### config.mk
export PLATFORM = sky130hd
export DESIGN_NAME = bsfs_supervisor
export DESIGN_NICKNAME = d
export VERILOG_FILES = /design/src/bsfs_pkg.sv /design/src/bsfs_supervisor.sv
export SDC_FILE = /design/constraint.sdc
export NUM_CORES = 1
export LEC_CHECK = 0
export BUFFER_PORTS_ARGS = -buffer_cell sky130_fd_sc_hd__buf_2
export CAP_MARGIN = 10
export CORE_UTILIZATION = 55
export CTS_CLUSTER_DIAMETER = 80
export DETAILED_ROUTE_END_ITERATION = 16
export PLACE_DENSITY = 0.85
export SYNTH_ARGS = -nofsm -noshare
export SYNTH_HDL_FRONTEND = slang
export SYNTH_SLANG_ARGS = --single-unit
### constraint.sdc
create_clock -name clk -period 3 [get_ports clk]
set_input_delay 0 -clock clk [delete_from_list [all_inputs] [get_ports clk]]
set_output_delay 0 -clock clk [all_outputs]
set_load 0.1 [all_outputs]
### src/bsfs_pkg.sv
// Purpose: constants for the boost startup and fault supervisor
// Assumes: analog levels arrive as comparator outputs
// Notes:   clk 100 MHz; switching cycle marked by a pwm_tick pulse
//
// Summary of operation
// - no switching while driver supply under lockout
// - supply loss: power good low, gates low, discharge
// - bias enabled with enable level one and supply
// - init reads config pin, soft-start held discharged
// - after init charge soft-start to target
// - switch once soft-start above floor, feedback below
// - overvoltage armed only above soft-start arm level
// - enable below upper falling level: shutdown, discharge
// - enable below lower falling level: bias off
// - peak limit during low side ends low side
// - per-phase peak counter over limit trips fault
// - overcurrent fault waits fixed cycles then retries
// - fast overcurrent on two cycles trips fault
// - below negative limit keep low side on
// - per-phase negative counter over limit trips fault
// - config pin enables or disables overvoltage
// - overvoltage declared after 129 qualified cycles
// - overvoltage: power good low, discharge, drivers off
// - overvoltage restarts at once when cleared
// - overvoltage disabled: power good while feedback above reference
// - config pin selects level shifter and phase count
// - thermal fault disables until hysteresis cools
package bsfs_pkg;

  localparam int          NUM_PHASES    = 2;
  localparam int          EVT_CNT_W     = 6;
  localparam logic [5:0]  EVT_LIMIT     = 6'h20;    // trip when count exceeds 32
  localparam int          RETRY_W       = 16;
  localparam int          RETRY_CYCLES  = 32768;    // wait in switching cycles
  localparam int          OV_CNT_W      = 8;
  localparam logic [7:0]  OV_LIMIT      = 8'h80;    // trip when above 128 cycles
  localparam int          FAST_CNT_W    = 2;
  localparam logic [1:0]  FAST_LIMIT    = 2'h2;
  localparam int          INIT_CYCLES   = 16;       // config pin sampling window
  localparam int          INIT_CNT_W    = 5;
  localparam int          CFG_W         = 3;

  // config code bit positions after decode
  localparam int          CFG_OV_EN_BIT = 0;
  localparam int          CFG_SHIFT_BIT = 1;
  localparam int          CFG_SINGLE_BIT = 2;

  typedef enum logic [2:0] {
    BSFS_OFF      = 3'b000,
    BSFS_BIAS     = 3'b001,
    BSFS_INIT     = 3'b010,
    BSFS_SOFT     = 3'b011,
    BSFS_RUN      = 3'b100,
    BSFS_RETRY    = 3'b101,
    BSFS_OV_HOLD  = 3'b110,
    BSFS_THERM    = 3'b111
  } bsfs_state_t;

endpackage : bsfs_pkg

### src/bsfs_supervisor.sv
// Purpose: startup sequencing and fault supervision of a boost controller
// Assumes: all inputs are asynchronous comparator levels
// Notes:   pwm_tick_in is a switching clock level from the oscillator; its rising edge marks a cycle
`timescale 1ns/1ps
module bsfs_supervisor #(
  parameter int RETRY_WAIT = bsfs_pkg::RETRY_CYCLES,
  parameter int PHASES     = bsfs_pkg::NUM_PHASES
) (
  input  wire logic              clk,
  input  wire logic              rstn,
  input  wire logic              pwm_tick_in,
  input  wire logic              driver_supply_input,
  input  wire logic              enable_lockout_input,
  input  wire logic              enable_low_falling,
  input  wire logic              enable_high_rising,
  input  wire logic              enable_high_falling,
  input  wire logic              reference_stable,
  input  wire logic [bsfs_pkg::CFG_W-1:0] overvoltage_config_pin,
  input  wire logic              soft_start_at_target,
  input  wire logic              soft_start_above_floor,
  input  wire logic              soft_start_above_arm,
  input  wire logic              feedback_below_soft_start,
  input  wire logic              feedback_over_trip,
  input  wire logic              feedback_above_reference,
  input  wire logic              thermal_hot,
  input  wire logic              thermal_cooled,
  input  wire logic [PHASES-1:0] pwm_end_in,
  input  wire logic [PHASES-1:0] peak_current_limit,
  input  wire logic [PHASES-1:0] fast_overcurrent_trip,
  input  wire logic [PHASES-1:0] negative_current_limit,
  output logic                   bias_enable,
  output logic                   soft_start_discharge,
  output logic                   soft_start_charge,
  output logic                   power_good_out,
  output logic [PHASES-1:0]      low_side_gate_out,
  output logic [PHASES-1:0]      high_side_gate_out,
  output logic                   level_shift_enable,
  output logic                   single_phase_mode,
  output logic                   fault_active
);
  import bsfs_pkg::*;

  localparam int NIN = 14 + 4 * PHASES;

  // ----------------------------------------------------------------
  // input synchronisers
  // ----------------------------------------------------------------
  logic [NIN-1:0] raw_in;
  logic [NIN-1:0] sync1;
  logic [NIN-1:0] sync2;

  assign raw_in = {pwm_tick_in, driver_supply_input, enable_lockout_input,
                   enable_low_falling, enable_high_rising, enable_high_falling,
                   reference_stable, soft_start_at_target, soft_start_above_floor,
                   soft_start_above_arm, feedback_below_soft_start,
                   feedback_over_trip, feedback_above_reference, thermal_hot,
                   pwm_end_in, peak_current_limit, fast_overcurrent_trip,
                   negative_current_limit};

  logic [CFG_W-1:0] cfg_s1;
  logic [CFG_W-1:0] cfg_s2;
  logic             cool_s1;
  logic             cool_s2;

  always_ff @(posedge clk or negedge rstn) begin
    if (!rstn) begin
      sync1   <= '0;
      sync2   <= '0;
      cfg_s1  <= '0;
      cfg_s2  <= '0;
      cool_s1 <= 1'b0;
      cool_s2 <= 1'b0;
    end else begin
      sync1   <= raw_in;
      sync2   <= sync1;
      cfg_s1  <= overvoltage_config_pin;
      cfg_s2  <= cfg_s1;
      cool_s1 <= thermal_cooled;
      cool_s2 <= cool_s1;
    end
  end

  logic              tick_lvl;
  logic              drv_ok;
  logic              en_low_r;
  logic              en_low_f;
  logic              en_high_r;
  logic              en_high_f;
  logic              ref_ok;
  logic              ss_target;
  logic              ss_floor;
  logic              ss_arm;
  logic              fb_below_ss;
  logic              fb_over;
  logic              fb_above_ref;
  logic              hot;
  logic [PHASES-1:0] pend;
  logic [PHASES-1:0] peak;
  logic [PHASES-1:0] fast;
  logic [PHASES-1:0] neg;

  assign {tick_lvl, drv_ok, en_low_r, en_low_f, en_high_r, en_high_f, ref_ok,
          ss_target, ss_floor, ss_arm, fb_below_ss, fb_over, fb_above_ref, hot,
          pend, peak, fast, neg} = sync2;

  // ----------------------------------------------------------------
  // state
  // ----------------------------------------------------------------
  typedef struct packed {
    bsfs_state_t                 st;
    logic                        tick_d;
    logic                        bias;
    logic                        ss_dis;
    logic                        ss_chg;
    logic                        pg;
    logic [PHASES-1:0]           dl;
    logic [PHASES-1:0]           dh;
    logic [PHASES-1:0]           neg_hold;
    logic [PHASES-1:0]           limited;
    logic [CFG_W-1:0]            cfg;
    logic [INIT_CNT_W-1:0]       init_cnt;
    logic [RETRY_W:0]            retry_cnt;
    logic [OV_CNT_W:0]           ov_cnt;
    logic [PHASES*EVT_CNT_W-1:0] peak_cnt;
    logic [PHASES*EVT_CNT_W-1:0] neg_cnt;
    logic [PHASES*FAST_CNT_W-1:0] fast_cnt;
    logic                        fault;
  } bsfs_regs_t;

  bsfs_regs_t r;
  bsfs_regs_t next_r;

  // config decode: ov enable, level shifter, single phase
  function automatic logic [2:0] bsfs_decode(input logic [CFG_W-1:0] code);
    case (code)
      3'h0:    bsfs_decode = 3'b001;
      3'h1:    bsfs_decode = 3'b010;
      3'h2:    bsfs_decode = 3'b011;
      3'h3:    bsfs_decode = 3'b000;
      3'h4:    bsfs_decode = 3'b110;
      3'h5:    bsfs_decode = 3'b111;
      3'h6:    bsfs_decode = 3'b100;
      default: bsfs_decode = 3'b101;
    endcase
  endfunction : bsfs_decode

  logic [2:0] cfg_dec;
  logic       tick;
  logic       oc_trip;
  logic       go_off;
  logic [EVT_CNT_W-1:0]  pc;
  logic [EVT_CNT_W-1:0]  nc;
  logic [FAST_CNT_W-1:0] fc;

  assign cfg_dec = r.cfg;
  assign tick    = tick_lvl & ~r.tick_d;

  always_comb begin
    next_r        = r;
    next_r.tick_d = tick_lvl;
    oc_trip       = 1'b0;
    pc            = '0;
    nc            = '0;
    fc            = '0;

    // bias regulator staging
    if (drv_ok && en_low_r)
      next_r.bias = 1'b1;
    else if (!drv_ok || !en_low_f)
      next_r.bias = 1'b0;

    // per-phase event counting and cycle control
    for (int p = 0; p < PHASES; p++) begin
      pc = r.peak_cnt[p*EVT_CNT_W +: EVT_CNT_W];
      nc = r.neg_cnt[p*EVT_CNT_W +: EVT_CNT_W];
      fc = r.fast_cnt[p*FAST_CNT_W +: FAST_CNT_W];
      if (r.st == BSFS_RUN) begin
        if (tick) begin
          if (peak[p])
            pc = pc + 1'b1;
          else if (pc != '0)
            pc = pc - 1'b1;
          if (neg[p])
            nc = nc + 1'b1;
          else if (nc != '0)
            nc = nc - 1'b1;
          if (fast[p])
            fc = fc + 1'b1;
          else
            fc = '0;
          next_r.limited[p]  = 1'b0;
          next_r.neg_hold[p] = 1'b0;
          next_r.dl[p]       = 1'b1;
          next_r.dh[p]       = 1'b0;
          if (single_phase_mode && p != 0)
            next_r.dl[p] = 1'b0;
        end else if (r.dl[p]) begin
          if (neg[p]) begin
            next_r.neg_hold[p] = 1'b1;
          end else if (peak[p] || fast[p]) begin
            next_r.dl[p]      = 1'b0;
            next_r.dh[p]      = 1'b1;
            next_r.limited[p] = 1'b1;
          end else if (pend[p] && !r.neg_hold[p]) begin
            next_r.dl[p] = 1'b0;
            next_r.dh[p] = 1'b1;
          end else if (pend[p] && r.neg_hold[p] && !neg[p]) begin
            next_r.dl[p]       = 1'b0;
            next_r.dh[p]       = 1'b1;
            next_r.neg_hold[p] = 1'b0;
          end
        end

        // idle phase in single mode ignores its comparators
        if (cfg_dec[CFG_SINGLE_BIT] && p != 0) begin
          pc = '0;
          nc = '0;
          fc = '0;
        end
        if (pc > EVT_LIMIT || nc > EVT_LIMIT)
          oc_trip = 1'b1;
        if (fc >= FAST_LIMIT)
          oc_trip = 1'b1;
      end
      next_r.peak_cnt[p*EVT_CNT_W +: EVT_CNT_W]    = pc;
      next_r.neg_cnt[p*EVT_CNT_W +: EVT_CNT_W]     = nc;
      next_r.fast_cnt[p*FAST_CNT_W +: FAST_CNT_W]  = fc;
    end

    go_off = !drv_ok || !en_high_f || !r.bias;

    case (r.st)
      BSFS_OFF: begin
        if (r.bias && en_high_r && ref_ok) begin
          next_r.st       = BSFS_INIT;
          next_r.init_cnt = '0;
        end
      end
      BSFS_BIAS: next_r.st = BSFS_OFF;
      BSFS_INIT: begin
        // keep the decoded setting so outputs need no logic
        next_r.cfg      = bsfs_decode(cfg_s2);
        next_r.init_cnt = r.init_cnt + 1'b1;
        if (r.init_cnt == INIT_CNT_W'(INIT_CYCLES - 1))
          next_r.st = BSFS_SOFT;
      end
      BSFS_SOFT: begin
        if (ss_floor && fb_below_ss && drv_ok)
          next_r.st = BSFS_RUN;
      end
      BSFS_RUN: begin
        if (hot) begin
          next_r.st = BSFS_THERM;
        end else if (r.ov_cnt > {1'b0, OV_LIMIT}) begin
          next_r.st = BSFS_OV_HOLD;
        end else if (oc_trip) begin
          next_r.st        = BSFS_RETRY;
          next_r.retry_cnt = '0;
        end
      end
      BSFS_RETRY: begin
        if (tick)
          next_r.retry_cnt = r.retry_cnt + 1'b1;
        if (r.retry_cnt >= (RETRY_W + 1)'(RETRY_WAIT))
          next_r.st = BSFS_SOFT;
      end
      BSFS_OV_HOLD: begin
        if (!fb_over)
          next_r.st = BSFS_SOFT;
      end
      BSFS_THERM: begin
        if (cool_s2 && !hot)
          next_r.st = BSFS_SOFT;
      end
      default: next_r.st = BSFS_OFF;
    endcase

    // thermal fault also stops a soft-start in progress
    if (hot && (r.st == BSFS_SOFT || r.st == BSFS_RUN))
      next_r.st = BSFS_THERM;

    if (go_off && r.st != BSFS_OFF)
      next_r.st = BSFS_OFF;

    // outputs follow the next state
    next_r.fault  = (next_r.st == BSFS_RETRY) || (next_r.st == BSFS_OV_HOLD) ||
                    (next_r.st == BSFS_THERM);
    next_r.ss_dis = (next_r.st != BSFS_SOFT) && (next_r.st != BSFS_RUN);
    next_r.ss_chg = !next_r.ss_dis && !ss_target;

    if (next_r.st != BSFS_RUN) begin
      next_r.dl       = '0;
      next_r.dh       = '0;
      next_r.neg_hold = '0;
      next_r.limited  = '0;
    end
    if (next_r.st != BSFS_RUN || r.st != BSFS_RUN) begin
      next_r.peak_cnt = '0;
      next_r.neg_cnt  = '0;
      next_r.fast_cnt = '0;
    end

    // overvoltage qualification in switching cycles
    if (next_r.ss_dis || !cfg_dec[CFG_OV_EN_BIT] || !ss_arm || r.st != BSFS_RUN) begin
      next_r.ov_cnt = '0;
    end else if (fb_over) begin
      if (tick && r.ov_cnt <= {1'b0, OV_LIMIT})
        next_r.ov_cnt = r.ov_cnt + 1'b1;
    end else begin
      next_r.ov_cnt = '0;
    end

    // power good
    if (next_r.ss_dis)
      next_r.pg = 1'b0;
    else if (!cfg_dec[CFG_OV_EN_BIT])
      next_r.pg = fb_above_ref;
    else
      next_r.pg = (next_r.st == BSFS_RUN) && !fb_over && ss_arm;
  end

  always_ff @(posedge clk or negedge rstn) begin
    if (!rstn) begin
      r        <= '0;
      r.st     <= BSFS_OFF;
      r.ss_dis <= 1'b1;
    end else begin
      r <= next_r;
    end
  end

  // ----------------------------------------------------------------
  // outputs
  // ----------------------------------------------------------------
  assign bias_enable          = r.bias;
  assign soft_start_discharge = r.ss_dis;
  assign soft_start_charge    = r.ss_chg;
  assign power_good_out       = r.pg;
  assign low_side_gate_out    = r.dl;
  assign high_side_gate_out   = r.dh;
  // config bits come straight from the decoded register
  assign level_shift_enable   = cfg_dec[CFG_SHIFT_BIT];
  assign single_phase_mode    = cfg_dec[CFG_SINGLE_BIT];
  assign fault_active         = r.fault;

endmodule : bsfs_supervisor

==> impl_metrics.csv, run 1 <==
group,metric,value,unit
status,status,"finished with violations",
status,violations,"setup timing",
cells_and_area,n_antenna_cell,0,
logic_synthesis,yosys_warnings,0,
logic_synthesis,synth_edf_count,0,
logic_synthesis,synth_top_area_share,0.504,
global_routing,grt_antenna_before_repair,0,
sta,slew_violations,0,
setup_path,max_stage_delay,0.45,ns
setup_path,cp.arrival,3.56,ns
setup_path,crit_slowest_cell,"dfrtp_1",
power_and_ir_drop,peakVddDrop,0.000508,V
cells_and_area,fin_cells,899,
sta,fin_worst_skew,0.00997,ns
logic_synthesis,synth.most_common_cell,"dfrtp_1",
cells_and_area,area_growth,32.6,%
logic_synthesis,ys_types,73,
clock_tree,clk_path_buf_depth,2,
die,initial_core_util,0.572,
global_routing,grt-ovfl-total,0,
route,via_per_inst,6.29,
clock_tree,cts_max_level,4,
logic_synthesis,synth_area_leader_cell,"dfrtp_1",
run,max_cap_viol_count,0,
setup_path,worstPathRequired,3.34,ns
clock_tree,clk_pin_slew,0.06,ns
sta,finalSetupViolations,49,
setup_path,critPathTopFamily,"simple AND/OR/NAND/NOR gates",
logic_synthesis,synthesis.area,0.00625,mm2
logic_synthesis,async_flop_share,1.00,
cells_and_area,fin_nets,792,
die,die_area,0.0118,mm2
cells_and_area,utilization,0.758,
global_routing,grt_pass1_vias,5502,
setup_path,crit_chain,"nand2b_2, buf_4, a2111oi_0, a211oi_1, nand3_1, o22ai_1, nor4b_4, o211ai_1, or2_4, buf_6, nor2_1",
route,finalWirelength,17800,um
sta,final.period_utilization,1.07,
sta,timing.final.crit_period,3.22,ns
clock_tree,cts_root_buffer,"clkbuf_16",
setup_path,cp-end-kind,"flop",
route,dr.pass1.iters,5,
route,ant_nets,0,
cells_and_area,drive_above_1_share,0.304,
setup_path,critical_path_class,"flop to flop",
sta,rsz0062_at_grt,"yes",
route,vias,5657,
die,core_area,0.0109,mm2
sta,worst_pin_slew,0.725,ns
sta,worst_slack,-0.220,ns
global_routing,grt_first_pass_wirelength,25500,um
min_path,holdCritPathClass,"input port to async pin",
global_routing,grt_use_total,0.284,
setup_path,cp-start-kind,"flop",
die,rows,38,
route,wl_per_cell,19.8,um
place,place_congestion,0.872,
logic_synthesis,synth_flop_cell,"dfrtp_1",
global_routing,grt_max_degree,61,
sta,max_slew_margin,0.514,
sta,hold-worst-slack,0.100,ns
place,place_inst,831,
route,drt_iter0_drc,450,
place,io_buffers,38,
sta,fmax,311,MHz
die,fp.dieW,109,um
logic_synthesis,avgSynthCellArea,9.91,um2
logic_synthesis,synth_seq_cells,127,
place,dp_hpwl,9950,um
logic_synthesis,synthTopCellsByArea,"dfrtp_1 50%, nor2_1 4.1%, ha_1 3.6%, nand3_1 2.4%, o21ai_0 2.2%",
logic_synthesis,synthTopCellsByCount,"126 x dfrtp_1, 68 x nor2_1, 34 x nand2_1",
route,drcViolationCount,0,
logic_synthesis,synth_cells,631,
setup_path,critPathMaxFanout,12,
die,dieHeight,109,um
clock_tree,cts_tree,"done",
clock_tree,clkSinkCount,127,
die,pin_count,39,
power_and_ir_drop,p_leak,3.55,nW
clock_tree,insertion_delay,0.42,ns
setup_path,cp_num_buf_inv,2,
clock_tree,cts_buffers,17,
logic_synthesis,yosysSeqAreaShare,0.508,
power_and_ir_drop,powerDensity,593,mW/mm2
sta,finalHoldViolations,0,
[worst register-to-register path, delay by kind of cell, from the launching register on]
kind / cells / cell delay (ns)
flip-flops: 1 / 0.45
AND/OR/NAND/NOR: 5 / 1.25
buffers and inverters: 2 / 0.41
AO/OA/AOI/OAI: 4 / 1.03
[area by class of cell]
type / instances / area, um2
Fill cell: 640 / 2650
Multi-Input combinational cell: 441 / 3230
Timing Repair Buffer: 132 / 1040
Inverter: 27 / 101
Clock inverter: 14 / 136
Sequential cell: 127 / 3180
Tap cell: 140 / 175
Clock buffer: 18 / 429
[where the power goes]
part	switching [W]	total, W	internal [W]	leakage (nW)
clock network	0.000796	0.00195	0.00115	0.267
registers	0.000172	0.00200	0.00183	1.63
logic	0.000656	0.000965	0.000310	1.66
total	0.00162	0.00492	0.00330	3.55
[metrics by stage]
stage / area [um2] / setup slack [ns] / total power, W / setup TNS, ns
finish: 8290 / -0.220 / 0.00492 / -7.20
global route: 8290 / -0.276 / 0.00509 / -9.76
CTS: 7880 / 0.00459 / 0.00482 / 0
detailed placement: 6930 / -0.181 / 0.00284 / -4.66
global placement: 6930 / -0.0806 / 0.00281 / -0.0806
floorplan: 6280 / -0.0168 / 0.00256 / -0.107
[state kept, by name (all words and copies together), names as in the netlist]
name	count
cfg_s1	3
sync1	22
cool_s1	1
high_side_gate_out	2
sync2	22
low_side_gate_out	2
cool_s2	1
soft_start_discharge	1
cfg_s2	3
bias_enable	1
fault_active	1
cfg_dec	3
r	63
soft_start_charge	1
power_good_out	1
[placed cells by master, fill, tap and decap left out, types with 25 or more instances in the layout]
| cell type | netlist | routed |
|---|---|---|
| dlygate4sd3_1 | 0 | 27 |
| buf_2 | 3 | 37 |
| a21oi_1 | 27 | 26 |
| dfrtp_1 | 126 | 125 |
| nand3_1 | 30 | 30 |
| inv_1 | 27 | 25 |
| nor2_1 | 68 | 49 |
| nand2_1 | 34 | 34 |
| buf_4 | 4 | 60 |
| o21ai_0 | 28 | 27 |
[final timing paths]
path,startpoint,end,slack [ns],cells past startpoint
max,r[75],r[15],-0.22,11
min,rstn,sync2[5],0.10,2
max reg2reg,r[75],r[15],-0.22,11
min reg2reg,sync1[18],sync2[18],0.35,0
max in group asynchronous,rstn,r[39],2.05,3
min in group clk,fast_overcurrent_trip[1],sync1[3],0.22,2
[routing by layer]
metal,up-vias,wire [um],track usage
met5,-,0,0
met4,0,993,0.161
met3,98,1040,0.0544
met2,297,9150,0.494
met1,2772,6640,0.328
li1,2490,-,-
[cell families after synthesis]
kind of cell / after synthesis / synth area share
other: 1 / 0.000600
flip-flops: 127 / 0.508
buffers and inverters: 65 / 0.0432
XOR/XNOR: 24 / 0.0336
multiplexers: 11 / 0.0184
AO/OA/AOI/OAI: 136 / 0.152
AND/OR/NAND/NOR: 249 / 0.208
adder cells (fa/ha/maj): 18 / 0.0360
[what timing repair did]
action / 4_1_cts / 5_1_grt
endpoints found under the hold margin: 61 / 0
setup endpoints to repair: 49 / 57
gates cloned: 0 / 1
gates resized for setup: 22 / 76
setup buffers: 2 / 6
hold buffers: 27 / 0
pin swaps: 10 / 29
No activity file was read; power rests on OpenSTA's default activity.
==> run 2, diff against run 1 <==
Settings changed: ABC_AREA from default to 1, CORE_MARGIN from default to 4.
==> impl_metrics.csv, run 2 <==
group,metric,value,unit
power_and_ir_drop,powerDensity,607,mW/mm2
logic_synthesis,synth_cells,764,
logic_synthesis,yosysSeqAreaShare,0.503,
global_routing,grt_pass1_vias,5260,
logic_synthesis,yosys.area_share.simple,0.270,
setup_path,r2r_end,"r[35]",
setup_path,critPathMaxFanout,8,
logic_synthesis,synth_seq_cells,128,
setup_path,cp.arrival,3.20,ns
cells_and_area,layout_common_cells,"144 x nand2_1, 127 x dfrtp_1, 94 x nor2_1",
power_and_ir_drop,internal_power,0.00327,W
logic_synthesis,ys_types,47,
logic_synthesis,synth_xor_area_frac,0.0234,
die,die_area,0.0134,mm2
logic_synthesis,synth_edf_count,0,
setup_path,rrSetupSlack,0.11,ns
global_routing,grt-ovfl-total,0,
sta,timing.final.crit_period,2.89,ns
logic_synthesis,async_flop_share,1.00,
clock_tree,clk_pin_slew,0.06,ns
setup_path,critical_path_class,"flop to flop",
route,via_per_inst,5.44,
sta,hold-worst-slack,0.212,ns
route,drt_iter0_drc,422,
sta,worst_pin_slew,0.830,ns
setup_path,reg2regPathDepth,21,
cells_and_area,reg_top3,"r (64), sync1 (22), sync2 (22)",
power_and_ir_drop,p_clk_frac,0.435,
power_and_ir_drop,seqPwrFrac,0.409,
route,wl_per_cell,14.6,um
power_and_ir_drop,combPwrFrac,0.156,
global_routing,grt_max_degree,96,
logic_synthesis,synth_top_family_by_area,"simple AND/OR/NAND/NOR gates",
power_and_ir_drop,p_leak,3.76,nW
route,vias,5467,
sta,fmax,347,MHz
cells_and_area,final_cell_area,0.00771,mm2
logic_synthesis,avgSynthCellArea,8.33,um2
power_and_ir_drop,p_switching,0.00141,W
setup_path,worstPathRequired,3.32,ns
logic_synthesis,synthesis.area,0.00636,mm2
clock_tree,cts_buffers,17,
route,ant_nets,0,
die,pin_count,39,
logic_synthesis,synth_area_leader_cell,"dfrtp_1",
die,core_area,0.0114,mm2
sta,slew_violations,0,
global_routing,grt_use_total,0.230,
min_path,holdCritPathClass,"input port to async pin",
die,initial_core_util,0.560,
status,status,"finished, final reports clean",
logic_synthesis,synthTopCellsByArea,"dfrtp_1 50%, nand2_1 8.7%, nand3_1 6.4%, nor2_1 5.8%, inv_1 5.7%",
cells_and_area,regMostFlops,"r",
global_routing,grt_first_pass_wirelength,24400,um
die,fp.dieW,116,um
sta,rsz0062_at_grt,"yes",
global_routing,grt_antenna_before_repair,0,
logic_synthesis,synth.most_common_cell,"nand2_1",
cells_and_area,nFillCells,771,
cells_and_area,n_antenna_cell,0,
route,drcViolationCount,0,
power_and_ir_drop,peakVddDrop,0.000519,V
place,place_congestion,0.895,
sta,final.period_utilization,0.962,
sta,finalHoldViolations,0,
route,finalWirelength,14700,um
cells_and_area,layout_commonest_cell,"nand2_1",
place,dp_hpwl,9060,um
die,rows,39,
logic_synthesis,synthTopCellsByCount,"148 x nand2_1, 127 x dfrtp_1, 99 x nor2_1",
clock_tree,cts_root_buffer,"clkbuf_16",
setup_path,cp-end-kind,"flop",
die,dieHeight,116,um
clock_tree,clkSinkCount,128,
logic_synthesis,synthAdderAreaFrac,0.0354,
run,max_cap_viol_count,0,
place,dpl_cell_area,0.00669,mm2
sta,fin_worst_skew,0.00808,ns
logic_synthesis,synth_compound_area_frac,0.0849,
cells_and_area,drive_above_1_share,0.153,
power_and_ir_drop,switching_share,0.301,
setup_path,cp-start-kind,"flop",
setup_path,reg2reg_from,"r[11]",
sta,max_slew_margin,0.447,
clock_tree,cts_tree,"done",
logic_synthesis,synth_top_area_share,0.499,
cells_and_area,area_growth,21.1,%
clock_tree,cts_max_level,4,
clock_tree,insertion_delay,0.42,ns
cells_and_area,fin_nets,895,
clock_tree,clk_path_buf_depth,2,
logic_synthesis,yosys_warnings,0,
route,dr.pass1.iters,6,
logic_synthesis,synthMuxAreaShare,0,
cells_and_area,largest_register_ffs,64,
logic_synthesis,synth_flop_cell,"dfrtp_1",
place,io_buffers,38,
sta,finalSetupViolations,0,
[run 2: cell count changes after synthesis, sizes merged, moves of 12 or more]
| cell | delta |
|---|---|
| nor3 | -12 |
| nand3 | +54 |
| inv | +75 |
| nand2 | +119 |
| clkbuf | -26 |
| nor2 | +31 |
[run 2: metrics by stage]
step | power [W] | setup WS, ns | utilization | setup TNS (ns) | instances
after floorplan | 0.00239 | 0.290 | - | 0 | 766
after global placement | 0.00256 | 0.237 | 0.588 | 0 | 936
after detailed placement | 0.00258 | 0.155 | 0.588 | 0 | 936
after CTS | 0.00464 | 0.0541 | 0.663 | 0 | 995
after global routing | 0.00485 | -0.106 | 0.678 | -1.08 | 1005
final | 0.00468 | 0.114 | 0.678 | 0 | 1005
[run 2: critical path, stage by stage, from the launching register on]
cell and delay (ns):
dfrtp_1 0.42, inv_2 0.10, ha_1 0.14, inv_1 0.05, nor2_2 0.09, nand4_1 0.14, buf_4 0.18, nand2_1 0.06
nand2_1 0.04, nand2_1 0.08, nand2_1 0.06, nor2_1 0.11, nor2_1 0.07, nor2_2 0.19, nand3_2 0.13, nand2_2 0.09
nand3_2 0.09, nand2_4 0.12, nand3_4 0.11, nand2_4 0.12, nand2_2 0.13, a211oi_1 0.25
[run 2: routing by layer]
layer / track usage / wire length [um] / vias to the layer above / part of all wire
li1: - / - / 2653 / -
met1: 0.285 / 5960 / 2577 / 0.41
met2: 0.390 / 7560 / 197 / 0.51
met3: 0.0475 / 766 / 40 / 0.052
met4: 0.0986 / 409 / 0 / 0.028
met5: 0 / 0 / - / 0
[run 2: area by class of cell]
type / instances / area (um2) / share of cell area
multi-input combinational: 516 / 2740 / 0.355
tap: 143 / 179 / 0.0232
inverter: 102 / 383 / 0.0497
sequential: 128 / 3200 / 0.416
clock buffer: 18 / 429 / 0.0557
clock inverter: 14 / 155 / 0.0201
timing repair buffer: 84 / 622 / 0.0807
[run 2: worst max-delay path by stage]
stage | cells past startpoint | endpoint | from | slack [ns]
3_3_place_gp | 19 | r[47] | r[11] | 0.24
6_report | 21 | r[35] | r[11] | 0.11
5_1_grt | 21 | r[52] | r[11] | -0.11
2_1_floorplan | 18 | r[34] | cfg_dec[2] | 0.29
4_1_cts | 23 | r[34] | r[11] | 0.05
3_5_place_dp | 20 | r[1] | r[11] | 0.15
[run 2: kinds of logic (layout without fill, tap and decap cells)]
kind of cell,count (synthesis),in the layout
other,1,3
buffers and inverters,122,218
XOR/XNOR,17,17
AO/OA/AOI/OAI,93,93
adder cells (fa/ha/maj),18,18
AND/OR/NAND/NOR,385,385
flip-flops,128,128
[run 2: power by group through the flow]
| stage | Sequential (W) | Clock (W) | Combinational [W] |
|---|---|---|---|
| after detailed placement | 0.00194 | 0 | 0.000641 |
| final | 0.00191 | 0.00203 | 0.000731 |
| after CTS | 0.00191 | 0.00204 | 0.000687 |
| after global placement | 0.00193 | 0 | 0.000627 |
| after global routing | 0.00192 | 0.00213 | 0.000793 |
| after floorplan | 0.00206 | 0 | 0.000329 |
[run 2: timing repair]
item / 4_1_cts / 5_1_grt
hold buffers: 27 / 0
setup endpoints to repair: 0 / 49
hold endpoints to repair: 119 / 0
resized for setup: 0 / 26
buffers inserted: 0 / 10
==> run 3, diff against run 2 <==
Settings changed: CORE_UTILIZATION 55 to 35, HOLD_SLACK_MARGIN from default to 0.06, PLACE_DENSITY 0.85 to 0.62.
==> impl_metrics.csv, run 3 (synthesis gave the netlist of run 2 again) <==
group,metric,value,unit
place,place_congestion,0.866,
global_routing,grt_max_degree,87,
sta,fin_worst_skew,0.00734,ns
route,dr.pass1.iters,5,
clock_tree,cts_buffers,17,
sta,timing.final.crit_period,2.81,ns
die,core_area,0.0179,mm2
place,dp_hpwl,9620,um
place,io_buffers,38,
power_and_ir_drop,switching_share,0.304,
power_and_ir_drop,p_clk_frac,0.450,
place,place_inst,1025,
sta,max_slew_margin,0.487,
route,vias,5223,
route,ant_nets,0,
die,fp.dieW,143,um
setup_path,cp-start-kind,"flop",
clock_tree,clkSinkCount,128,
die,initial_core_util,0.356,
route,drt_iter0_drc,280,
cells_and_area,multi_input_area,0.00271,mm2
cells_and_area,fin_cells,1092,
cells_and_area,nFillCells,1747,
power_and_ir_drop,internal_power,0.00330,W
setup_path,max_stage_delay,0.41,ns
power_and_ir_drop,p_switching,0.00144,W
setup_path,cp-end-kind,"flop",
die,pin_count,39,
global_routing,grt_first_pass_wirelength,24100,um
setup_path,crit_chain,"inv_2, ha_1, inv_1, nor2_2, nand4_1, nand3_1, nand3_1, nand3_1, nor2_1, nor2_1, nor2_2, nand3_1, nand2_2, a21oi_4, nand2_2, nor2_2, nand2_1, o21ai_1, nor3b_2",
sta,worst_pin_slew,0.770,ns
setup_path,crit_top_cell,"nand3_1",
die,rows,49,
die,dieHeight,143,um
route,wl_per_cell,12.8,um
sta,finalHoldViolations,0,
cells_and_area,seqCellArea,0.00321,mm2
global_routing,grt_use_total,0.147,
die,die_area,0.0204,mm2
global_routing,grt_pass1_vias,5160,
power_and_ir_drop,p_leak,3.78,nW
cells_and_area,layout_commonest_cell,"nand2_1",
clock_tree,clk_path_buf_depth,2,
power_and_ir_drop,powerDensity,605,mW/mm2
place,dpl_cell_area,0.00683,mm2
sta,fmax,355,MHz
sta,slew_violations,0,
setup_path,crit_slowest_cell,"dfrtp_1",
setup_path,cp.arrival,3.15,ns
cells_and_area,n_antenna_cell,0,
sta,tns,0,ns
sta,finalSetupViolations,0,
clock_tree,cts_tree,"done",
cells_and_area,largest_register_ffs,64,
clock_tree,insertion_delay,0.42,ns
cells_and_area,layout_common_cells,"147 x nand2_1, 125 x dfrtp_1, 94 x nor2_1",
sta,worst_slack,0.187,ns
setup_path,worstPathRequired,3.34,ns
setup_path,critical_path_class,"flop to flop",
power_and_ir_drop,combPwrFrac,0.148,
run,max_cap_viol_count,0,
route,finalWirelength,13900,um
status,status,"finished, final reports clean",
min_path,holdCritPathClass,"input port to async pin",
global_routing,grt_antenna_before_repair,0,
route,via_per_inst,4.78,
global_routing,grt-ovfl-total,0,
cells_and_area,regMostFlops,"r",
place,dp_slack,0.124,ns
setup_path,critPathMaxFanout,7,
cells_and_area,drive_above_1_share,0.156,
cells_and_area,area_growth,23.2,%
sta,final.period_utilization,0.938,
clock_tree,cts_root_buffer,"clkbuf_16",
clock_tree,cts_max_level,4,
power_and_ir_drop,seqPwrFrac,0.402,
sta,hold-worst-slack,0.200,ns
cells_and_area,fin_nets,896,
cells_and_area,final_cell_area,0.00784,mm2
cells_and_area,reg_top3,"r (64), sync1 (22), sync2 (22)",
power_and_ir_drop,peakVddDrop,0.000425,V
route,drcViolationCount,0,
clock_tree,clk_pin_slew,0.06,ns
## run 3: cell types whose count changed in the layout (fill, tap and decap cells not counted), moves of 2 or more
cell	before	now
inv_8	0	5
nand2_1	144	147
inv_2	9	11
nand2_2	6	4
nand3_1	79	81
dfrtp_1	127	125
inv_1	93	91
clkinv_2	2	0
clkinvlp_4	2	0
dfrtp_2	0	2
nand3_2	3	1
## run 3: final cells by class
type | count | area share
clock buffer | 17 | 0.0543
clock inverter | 15 | 0.0238
inverter | 102 | 0.0488
multi-input combinational | 516 | 0.346
sequential | 128 | 0.409
tap | 229 | 0.0366
timing repair buffer | 85 | 0.0819
## run 3: power by group through the flow
stage | registers [W] | logic [W] | clock network, W
finish | 0.00191 | 0.000702 | 0.00213
global route | 0.00192 | 0.000767 | 0.00228
CTS | 0.00191 | 0.000692 | 0.00218
detailed placement | 0.00194 | 0.000657 | 0
global placement | 0.00194 | 0.000648 | 0
floorplan | 0.00206 | 0.000329 | 0
## run 3: metal layers
metal	part of all wire	vias up	global-route usage
li1	-	2664	-
met1	0.47	2448	0.191
met2	0.48	95	0.242
met3	0.036	16	0.0362
met4	0.014	0	0.0490
met5	0	-	0
## run 3: critical path, delay by kind of cell (launching register included)
family | cells | cell delay, ns
compound gates | 2 | 0.38
fa+ha+maj | 1 | 0.14
buf+inv | 2 | 0.15
flops | 1 | 0.41
simple gates | 14 | 1.66
## run 3: per-stage QoR
stage | power [W] | util
finish | 0.00474 | 0.438
global route | 0.00497 | 0.438
CTS | 0.00478 | 0.431
detailed placement | 0.00259 | 0.382
global placement | 0.00259 | 0.382
floorplan | 0.00239 | -
## run 3: path summary, 6_finish.rpt
kind                                            from   endpoint  slack, ns  cells after the start
worst max-delay path                           r[12]      r[47]       0.19                     19
worst min-delay path                            rstn      r[18]       0.20                      2
worst max register to register                 r[12]      r[47]       0.19                     19
worst min register to register             cfg_s1[0]  cfg_s2[0]       0.35                      0
max in group asynchronous                       rstn      r[31]       2.11                      3
min in group clk                soft_start_at_target  sync1[14]       0.21                      2
## run 3: what timing repair did
item	in CTS	in global routing
setup endpoints to repair	0	44
setup buffers	0	8
hold buffers	27	0
endpoints found under the hold margin	110	0
gates resized for setup	0	24
